### config.mk
export PLATFORM = sky130hd
export DESIGN_NAME = ref_ladder_control
export DESIGN_NICKNAME = d
export VERILOG_FILES = /design/src/logic/ref_ladder_pkg.sv /design/src/logic/ref_pin_mux.sv /design/src/logic/ref_ladder_control.sv
export SDC_FILE = /design/constraint.sdc
export NUM_CORES = 1
export LEC_CHECK = 0
export ABC_CLOCK_PERIOD_IN_PS = 3000
export BUFFER_PORTS_ARGS = -buffer_cell sky130_fd_sc_hd__buf_4
export CORE_ASPECT_RATIO = 0.8
export CORE_MARGIN = 1.5
export CORE_UTILIZATION = 47
export DETAILED_ROUTE_END_ITERATION = 8
export PLACE_DENSITY = 0.85
export SKIP_LAST_GASP = 1
export SLEW_MARGIN = 10
export SYNTH_ARGS = -nofsm -noshare
export SYNTH_HDL_FRONTEND = slang
export SYNTH_SLANG_ARGS = --single-unit
### constraint.sdc
create_clock -name sys_clk_i -period 3 [get_ports sys_clk_i]
set_input_delay 0.6 -clock sys_clk_i [delete_from_list [all_inputs] [get_ports sys_clk_i]]
set_output_delay 0.6 -clock sys_clk_i [all_outputs]
set_load 0.02 [all_outputs]
### src/logic/ref_ladder_pkg.sv
// Package with register map, field positions and reset values of the reference ladder control.
package ref_ladder_pkg;
    localparam int          ADDR_W              = 4;
    localparam logic [3:0]  ADDR_CONTROL_A      = 4'h0;
    localparam logic [3:0]  ADDR_LEVEL          = 4'h4;
    localparam logic [3:0]  ADDR_FIXED_REF      = 4'h8;
    localparam logic [3:0]  ADDR_PIN_STATUS     = 4'hc;
    localparam int          BIT_CONV_EN         = 7;
    localparam int          BIT_RANGE_SEL       = 6;
    localparam int          BIT_PIN_OE          = 5;
    localparam int          BIT_POS_SRC         = 2;
    localparam int          BIT_BUF_EN          = 5;
    localparam int          BIT_BUF_SRC         = 4;
    localparam int          BIT_FIXED_EN        = 7;
    localparam int          LEVEL_W             = 5;
    localparam logic [7:0]  CTRL_A_MASK         = 8'he4;
    localparam logic [7:0]  FIXED_MASK          = 8'hb0;
    localparam logic [7:0]  RESET_VALUE         = 8'h00;
    localparam logic [3:0]  EXP_LIMITED         = 4'h9;
    localparam logic [3:0]  EXP_FULL            = 4'h5;
    localparam logic [31:0] READ_ZERO           = 32'h0000_0000;
endpackage

### src/logic/ref_pin_mux.sv
// Pin routing for the shared reference output pin and its digital override.
`timescale 1ns/10ps
module ref_pin_mux (
    input  wire logic sys_clk_i,
    input  wire logic arst_n_i,
    input  wire logic pin_output_enable_i,
    input  wire logic buffer_enable_i,
    input  wire logic buffer_source_select_i,
    input  wire logic port_out_i,
    input  wire logic port_oe_i,
    input  wire logic pin_in_i,
    output logic      unbuffered_ref_o,
    output logic      buffered_ref_o,
    output logic      buffer_feed_ladder_o,
    output logic      pin_dig_out_o,
    output logic      pin_dig_oe_o,
    output logic      pin_read_o
);
    typedef struct packed {
        logic s1;
        logic s2;
        logic s3;
        logic unbuf;
        logic buf_on;
        logic feed;
        logic dout;
        logic doe;
        logic rd;
    } mux_s;

    mux_s state_reg;
    mux_s state_next;
    logic ref_active;

    always_comb begin
        state_next = state_reg;
        // Pin input passes three flops; a change counts once the last two agree.
        state_next.s1 = pin_in_i;
        state_next.s2 = state_reg.s1;
        state_next.s3 = state_reg.s2;
        state_next.unbuf = pin_output_enable_i && !buffer_source_select_i && !buffer_enable_i;
        state_next.buf_on = buffer_enable_i;
        state_next.feed = buffer_source_select_i;
        ref_active = pin_output_enable_i || buffer_enable_i;
        state_next.dout = ref_active ? 1'b0 : port_out_i;
        state_next.doe = ref_active ? 1'b0 : port_oe_i;
        if (ref_active) begin
            state_next.rd = 1'b0;
        end else if (state_reg.s2 == state_reg.s3) begin
            state_next.rd = state_reg.s3;
        end
    end

    always_ff @(posedge sys_clk_i or negedge arst_n_i) begin
        if (!arst_n_i) begin
            state_reg <= '0;
        end else begin
            state_reg <= state_next;
        end
    end

    assign unbuffered_ref_o     = state_reg.unbuf;
    assign buffered_ref_o       = state_reg.buf_on;
    assign buffer_feed_ladder_o = state_reg.feed;
    assign pin_dig_out_o        = state_reg.dout;
    assign pin_dig_oe_o         = state_reg.doe;
    assign pin_read_o           = state_reg.rd;
endmodule

### src/logic/ref_ladder_control.sv
// Reference ladder control: Wishbone register file, ladder selects and pin routing.
`timescale 1ns/10ps
////////////////////////////////////////////////////////////////////////////////
module ref_ladder_control (
    input  wire logic                          sys_clk_i,
    input  wire logic                          arst_n_i,
    input  wire logic                          wb_cyc_i,
    input  wire logic                          wb_stb_i,
    input  wire logic                          wb_we_i,
    input  wire logic [ref_ladder_pkg::ADDR_W-1:0] wb_adr_i,
    input  wire logic [3:0]                    wb_sel_i,
    input  wire logic [31:0]                   wb_dat_i,
    input  wire logic                          sleep_i,
    input  wire logic                          port_out_i,
    input  wire logic                          port_oe_i,
    input  wire logic                          pin_in_i,
    output logic [31:0]                        wb_dat_o,
    output logic                               wb_ack_o,
    output logic                               ladder_power_o,
    output logic                               ladder_connect_o,
    output logic                               source_external_o,
    output logic [3:0]                         divisor_exp_o,
    output logic [ref_ladder_pkg::LEVEL_W-1:0] level_tap_o,
    output logic                               fixed_ref_enable_o,
    output logic                               unbuffered_ref_o,
    output logic                               buffered_ref_o,
    output logic                               buffer_feed_ladder_o,
    output logic                               pin_dig_out_o,
    output logic                               pin_dig_oe_o,
    output logic                               pin_read_o
);
    typedef struct packed {
        logic [7:0]                         ctrl_a;
        logic [ref_ladder_pkg::LEVEL_W-1:0] level;
        logic [7:0]                         fixed;
        logic                               ack;
        logic [31:0]                        rdata;
        logic                               power;
        logic                               connect;
        logic                               src_ext;
        logic [3:0]                         exp;
        logic [ref_ladder_pkg::LEVEL_W-1:0] tap;
        logic                               fixed_en;
    } ctl_s;

    ctl_s state_reg;
    ctl_s state_next;
    logic access;
    logic mux_pin_read;

    ////////////////////////////////////////////////////////////////////////////
    function automatic logic [31:0] read_word(input ctl_s s, input logic [ref_ladder_pkg::ADDR_W-1:0] a,
                                              input logic rd_pin);
        logic [31:0] w;
        w = ref_ladder_pkg::READ_ZERO;
        unique case (a)
            ref_ladder_pkg::ADDR_CONTROL_A:  w[7:0] = s.ctrl_a & ref_ladder_pkg::CTRL_A_MASK;
            ref_ladder_pkg::ADDR_LEVEL:      w[ref_ladder_pkg::LEVEL_W-1:0] = s.level;
            ref_ladder_pkg::ADDR_FIXED_REF:  w[7:0] = s.fixed & ref_ladder_pkg::FIXED_MASK;
            ref_ladder_pkg::ADDR_PIN_STATUS: w[0] = rd_pin;
            default:                         w = ref_ladder_pkg::READ_ZERO;
        endcase
        return w;
    endfunction

    ////////////////////////////////////////////////////////////////////////////
    always_comb begin
        state_next = state_reg;
        access = wb_cyc_i && wb_stb_i && !state_reg.ack;
        state_next.ack = access;
        state_next.rdata = access ? read_word(state_reg, wb_adr_i, mux_pin_read) : state_reg.rdata;
        // Sleep has no path into the registers, so a wake-up finds them as they were.
        // Powering down before sleep is left to software on purpose.
        if (access && wb_we_i && wb_sel_i[0]) begin
            unique case (wb_adr_i)
                ref_ladder_pkg::ADDR_CONTROL_A: state_next.ctrl_a = wb_dat_i[7:0] & ref_ladder_pkg::CTRL_A_MASK;
                ref_ladder_pkg::ADDR_LEVEL:     state_next.level = wb_dat_i[ref_ladder_pkg::LEVEL_W-1:0];
                ref_ladder_pkg::ADDR_FIXED_REF: state_next.fixed = wb_dat_i[7:0] & ref_ladder_pkg::FIXED_MASK;
                default: ;
            endcase
        end
        // Outputs follow the registers one edge later, with no handshake.
        state_next.power = state_reg.ctrl_a[ref_ladder_pkg::BIT_CONV_EN];
        state_next.connect = state_reg.ctrl_a[ref_ladder_pkg::BIT_CONV_EN];
        state_next.src_ext = state_reg.ctrl_a[ref_ladder_pkg::BIT_POS_SRC];
        state_next.exp = state_reg.ctrl_a[ref_ladder_pkg::BIT_RANGE_SEL] ? ref_ladder_pkg::EXP_FULL
                                                                         : ref_ladder_pkg::EXP_LIMITED;
        // A disabled ladder presents tap zero, which is zero volts in both ranges.
        state_next.tap = state_reg.ctrl_a[ref_ladder_pkg::BIT_CONV_EN] ? state_reg.level : '0;
        state_next.fixed_en = state_reg.fixed[ref_ladder_pkg::BIT_FIXED_EN];
    end

    always_ff @(posedge sys_clk_i or negedge arst_n_i) begin
        if (!arst_n_i) begin
            state_reg <= '0;
        end else begin
            state_reg <= state_next;
        end
    end

    ////////////////////////////////////////////////////////////////////////////
    ref_pin_mux pin_mux (
        .sys_clk_i              (sys_clk_i),
        .arst_n_i               (arst_n_i),
        .pin_output_enable_i    (state_reg.ctrl_a[ref_ladder_pkg::BIT_PIN_OE]),
        .buffer_enable_i        (state_reg.fixed[ref_ladder_pkg::BIT_BUF_EN]),
        .buffer_source_select_i (state_reg.fixed[ref_ladder_pkg::BIT_BUF_SRC]),
        .port_out_i             (port_out_i),
        .port_oe_i              (port_oe_i),
        .pin_in_i               (pin_in_i),
        .unbuffered_ref_o       (unbuffered_ref_o),
        .buffered_ref_o         (buffered_ref_o),
        .buffer_feed_ladder_o   (buffer_feed_ladder_o),
        .pin_dig_out_o          (pin_dig_out_o),
        .pin_dig_oe_o           (pin_dig_oe_o),
        .pin_read_o             (mux_pin_read)
    );

    assign pin_read_o         = mux_pin_read;
    assign wb_dat_o           = state_reg.rdata;
    assign wb_ack_o           = state_reg.ack;
    assign ladder_power_o     = state_reg.power;
    assign ladder_connect_o   = state_reg.connect;
    assign source_external_o  = state_reg.src_ext;
    assign divisor_exp_o      = state_reg.exp;
    assign level_tap_o        = state_reg.tap;
    assign fixed_ref_enable_o = state_reg.fixed_en;
endmodule

==> flow_summary_export.csv, run 1 <==
group,metric,value,unit
placement,globalplace.congestion,0.7761,
grt,track_usage,14.53,%
cells_and_area,nets,228,
cells_and_area,n_antenna_cell,0,
grt,antenna_found_initial,0,
cts,numCtsBuffers,5,
die,pin_count,101,
sta,maxSlewViolCount,0,
route,first_pass_iters,4,
power,internal-power,822.4,uW
sta,finalCriticalPeriod,1.926,ns
cells_and_area,largest_reg_flops,9,
route,wl,2.851,mm
power,leakage,0.001079,uW
cts,h-tree-depth,2,
yosys,synth.area.top_cells,"dfrtp_1, buf_4, mux2_2, and2_1, nor3b_1",
cts,cts_hold_buf,0,
placement,dp_slack,0.7954,ns
critical_path,worstPathMaxFanout,6,
route,vias,1001,
cells_and_area,fill_cells,306,
critical_path,crit_path_end_kind,"flip-flop",
grt,grt_max_degree,42,
critical_path,cp_slowest_cell,"nor3b_1",
power,p_switching,279.7,uW
power,p_per_area,533.8,nW/um2
sta,tightest_slew,0.5831,ns
sta,fin_skew,0.004176,ns
cts,post_cts_buffers,0,
status,status,"finished clean",
cts,cts-root-buf,"clkbuf_8",
die,die_h,58.15,um
critical_path,critPathLaunch,"wb_adr_i[2]",
sta,fin_tns_setup,0,ns
sta,hold_ws,0.2746,ns
die,rows,19,
power,switching_share,25.38,%
route,wire_per_inst,12.90,um
sta,fmaxAchievable,0.5192,GHz
grt,overflow,0,
yosys,ys_seq_area_share,57.42,%
cts,cts_tree,"yes",
route,via_per_inst,4.529,
route,drtIter0Drc,68,
yosys,ys_types,24,
placement,dpl_cell_area,1978,um2
die,die_area,4183,um2
sta,slew_headroom,61.04,%
cells_and_area,syn2layout_area_growth,15.55,%
sta,hold_viol,0,
critical_path,cp-start-kind,"input port",
yosys,synth_area_per_cell,12.58,um2
critical_path,worstSetupPathType,"in -> reg",
sta,final-setup-viol-count,0,
placement,dpl.hpwl,2.144,mm
critical_path,cp_cell_sequence,"buf_4 -> nor4b_2 -> nor3b_1 -> mux2_2",
grt,grt_pass1_vias,907,
cts,cts_resized,0,
power,power_frac_seq,54.7,%
power,power.total,1102,uW
sta,rsz0062_at_grt,"false",
yosys,ys_ff_latch,41,
die,die_x,71.94,um
cts,clock_sinks,41,
critical_path,arrival,2.10,ns
critical_path,slowest_delay,0.55,ns
cells_and_area,drive_gt1_share,39.66,%
cts,clk_pin_slew,0.07,ns
yosys,synth_top_area_share,57.42,%
power,vdd_drop_max,0.4114,mV
yosys,synth_largest_area_cell,"dfrtp_1",
yosys,yosys_warnings,0,
route,drcViolationCount,0,
power,power_frac_clock,32.0,%
grt,grt_pass1_wl,4.367,mm
cells_and_area,fin_area,2064,um2
critical_path,cp_data_required_time,3.17,ns
yosys,syn_area,1787,um2
cts,clock_path_buffers,2,
route,ant_nets,0,
placement,io_buffers,47,
die,coreArea,3542,um2
yosys,syn_inst,142,
sta,period_share,64.20,%
cts,clock_latency,0.29,ns
sta,setup_ws,1.074,ns
worst_hold_path,hp-class,"in -> async",
power,comb_power_share,13.2,%
die,start_util,50.44,%
critical_path,r2r-start,"wb_ack_o",
flow_run,drv_cap,0,
==> synth_stat cells (all sizes together) <==
library cell	n
a211oi	1
a22o	3
a22oi	2
a32o	1
a32oi	1
and2	5
buf	42
clkbuf	1
conb	2
dfrtp	41
inv	2
mux2	12
mux2i	2
nand2	7
nand3b	1
nor2	4
nor3	2
nor3b	5
nor4	1
nor4b	1
o21ai	5
or4b	1
==> cell type report <==
| cell class | instances | area (um2) | share of cell area, % |
|---|---|---|---|
| Inverter | 2 | 7.507 | 0.3636 |
| Multi-Input combinational cell | 80 | 524.3 | 25.39 |
| Timing Repair Buffer | 49 | 367.9 | 17.82 |
| Tap cell | 42 | 52.55 | 2.545 |
| Clock buffer | 7 | 86.33 | 4.182 |
| Sequential cell | 41 | 1026 | 49.70 |
==> logic make-up after synthesis <==
group / count (synthesis) / synth area share (%)
flip-flops: 41 / 57.42
buffers and inverters: 45 / 18.28
multiplexers: 14 / 8.684
AND/OR/NAND/NOR: 27 / 10.01
AO/OA/AOI/OAI: 13 / 5.182
other: 2 / 0.4203
==> placed cells by master (no fill, tap or decap), drive strengths merged <==
| cell type | instances |
|---|---|
| buf | 49 |
| dfrtp | 41 |
| conb | 26 |
| mux2 | 12 |
| nand2 | 7 |
| clkbuf | 7 |
| and2 | 5 |
| o21ai | 5 |
| nor3b | 5 |
| nor2 | 4 |
| a22o | 3 |
| inv | 2 |
| a22oi | 2 |
| mux2i | 2 |
| nor3 | 2 |
| nand3b | 1 |
| or4b | 1 |
| a211oi | 1 |
| nor4 | 1 |
| nor4b | 1 |
| a32oi | 1 |
| a32o | 1 |
==> power groups by stage <==
stage | logic [uW] | registers [uW] | clock network, uW
after global routing | 157 | 607 | 388
after global placement | 144 | 614 | 0
final | 146 | 603 | 353
after CTS | 148 | 604 | 364
after detailed placement | 147 | 614 | 0
after floorplan | 97.7 | 623 | 0
==> through the flow <==
stage | util, % | cells
finish | 58.28 | 221
CTS | 58.28 | 221
global placement | 55.85 | 214
detailed placement | 55.85 | 214
floorplan | - | 166
global route | 58.28 | 221
==> worst max-delay path, delay by kind of cell <==
family | cells | cell delay [ns]
buffers and inverters | 1 | 0.14
muxes | 1 | 0.41
and+or+nand+nor | 2 | 0.95
==> routing by layer <==
layer / up-vias / track usage [%] / part of all wire [%]
li1: 483 / - / -
met1: 474 / 18.54 / 44
met2: 39 / 22.09 / 48
met3: 5 / 5.217 / 6.2
met4: 0 / 7.278 / 1.5
met5: - / 0 / 0
==> worst paths after layout <==
path                                              end  slack (ns)  cells after the start
min in group sys_clk_i          pin_mux.state_next[6]        0.36                      0
max in group asynchronous              state_next[10]        2.38                      1
worst min register to register  pin_mux.state_next[6]        0.36                      0
worst min-delay path            pin_mux.state_next[6]        0.27                      1
worst max register to register          state_reg[50]        1.16                      3
worst max-delay path                    state_reg[50]        1.07                      4
No activity file was read; power rests on OpenSTA's default activity.
==> inputs of run 2 (changes only) <==
- ABC_CLOCK_PERIOD_IN_PS: 3000 -> 2000
- CORE_UTILIZATION: 47 -> 43
- PLACE_DENSITY: 0.85 -> 0.78
- clock period: 3 -> 2 ns (I/O delays scaled with it)
==> run 2 against run 1 <==
Net effect: sequential cell count is the same; via count is 1.6% higher; clock-buffer cell count up 1; die area up 8.9%; critical path depth did not move; first-iteration DRC count down 59%.
==> flow_summary_export.csv, run 2 (same netlist as run 1, synthesis figures left out) <==
group,metric,value,unit
cells_and_area,mostFrequentLayoutCells,"buf_4, dfrtp_1, conb_1, mux2_2, nand2_1",
sta,fin_skew,0.004992,ns
cells_and_area,largest_reg_flops,9,
route,via_per_inst,4.291,
cells_and_area,syn2layout_area_growth,16.95,%
critical_path,cp_cell_sequence,"buf_4 -> or4b_4 -> nor3_4 -> mux2_2",
critical_path,cp-start-kind,"input port",
critical_path,r2r-start,"wb_ack_o",
cts,cts_tree,"yes",
cells_and_area,fill_cells,333,
critical_path,regToRegSetupSlack,0.39,ns
cells_and_area,multi_input_area,524.3,um2
cells_and_area,fin_area,2090,um2
critical_path,worstPathMaxFanout,5,
grt,track_usage,14.12,%
power,p_per_area,777.8,nW/um2
route,wire_per_inst,12.19,um
sta,maxSlewViolCount,0,
critical_path,cp_data_required_time,2.17,ns
critical_path,crit_path_end_kind,"flip-flop",
cts,cts-root-buf,"clkbuf_8",
critical_path,arrival,1.78,ns
grt,overflow,0,
route,ant_nets,0,
cts,post_cts_buffers,0,
die,pin_count,101,
placement,globalplace.congestion,0.7226,
grt,grt_pass1_vias,1043,
cts,cts_resized,0,
cells_and_area,drive_gt1_share,39.56,%
flow_run,drv_cap,0,
route,drtIter0Drc,28,
route,wl,2.888,mm
die,die_area,4553,um2
die,start_util,46.06,%
die,rows,20,
sta,final-setup-viol-count,0,
worst_hold_path,hp-class,"in -> async",
critical_path,worstSetupPathType,"in -> reg",
cts,cts_hold_buf,0,
placement,io_buffers,47,
sta,setup_ws,0.3898,ns
placement,dpl.hpwl,2.216,mm
critical_path,slowest_delay,0.56,ns
critical_path,cpLargestDelayFamily,"simple AND/OR/NAND/NOR gates",
cells_and_area,post-route-util,53.87,%
power,vdd_drop_max,0.5821,mV
sta,finalCriticalPeriod,1.610,ns
cells_and_area,ff_latch_area,1026,um2
cts,clock_path_buffers,2,
cts,clk_pin_slew,0.07,ns
cts,h-tree-depth,2,
die,die_h,60.66,um
placement,dpl_cell_area,2009,um2
cells_and_area,n_antenna_cell,0,
route,vias,1017,
sta,hold_viol,0,
grt,grt_pass1_wl,4.567,mm
critical_path,path_buf_inv,1,
grt,grt_max_degree,42,
critical_path,r2r-end,"state_next[11]",
grt,antenna_found_initial,0,
cts,clock_latency,0.29,ns
cells_and_area,nets,230,
critical_path,cp_slowest_cell,"or4b_4",
sta,fmaxAchievable,0.6210,GHz
status,status,"finished clean",
route,drcViolationCount,0,
placement,dp_slack,0.05960,ns
cts,numCtsBuffers,5,
power,leakage,0.001085,uW
die,coreArea,3879,um2
route,first_pass_iters,4,
cells_and_area,final_common_cell,"buf_4",
sta,period_share,80.51,%
sta,fin_tns_setup,0,ns
sta,rsz0062_at_grt,"false",
critical_path,ff2ff_path_depth,3,
cts,clock_sinks,41,
die,die_x,75.07,um
[run 2: metrics by stage]
step / hold slack, ns / total power [uW] / instances
after global placement: 0.3335 / 1138 / 229
after detailed placement: 0.3542 / 1145 / 229
final: 0.06791 / 1625 / 237
after floorplan: 0.1044 / 1080 / 166
after global routing: 0.1268 / 1701 / 237
after CTS: 0.08200 / 1647 / 237
[run 2: final cells by class]
type / instances / share of cell area (%)
repair buffers: 51 / 18.32
inverters: 2 / 0.3593
flip-flops and latches: 41 / 49.10
multi-input cells: 80 / 25.09
clock buffers: 8 / 3.832
well taps: 55 / 3.293
[run 2: how the worst max path moves through the flow]
stage           startpoint             end  slack (ns)  cells after the start
2_1_floorplan     wb_ack_o   state_next[0]        0.28                      3
3_3_place_gp   wb_adr_i[3]   state_reg[54]        0.09                      4
3_5_place_dp   wb_adr_i[3]   state_reg[57]        0.06                      4
4_1_cts           wb_ack_o  state_next[11]        0.37                      3
5_1_grt           wb_ack_o  state_next[11]        0.29                      3
6_report       wb_adr_i[3]   state_reg[57]        0.39                      4
[run 2: report_power, final]
group	total, uW	switching (uW)	leakage (uW)	internal, uW
Sequential	906	31.7	0.000546	874
Combinational	220	133	0.000500	86.9
Clock	500	252	0.0000395	247
[run 2: worst reg2reg max path: cells and delay by family (launching register included)]
family	cells	cell delay, ns
DFF	1	0.37
and+or+nand+nor	2	0.73
muxes	1	0.39
[run 2: routing by layer]
layer	up-vias	part of all wire (%)	global-route usage (%)
met4	0	2.2	7.013
met3	8	7.4	4.651
met2	44	49	23.77
met5	-	0	0
met1	477	41	16.36
li1	488	-	-
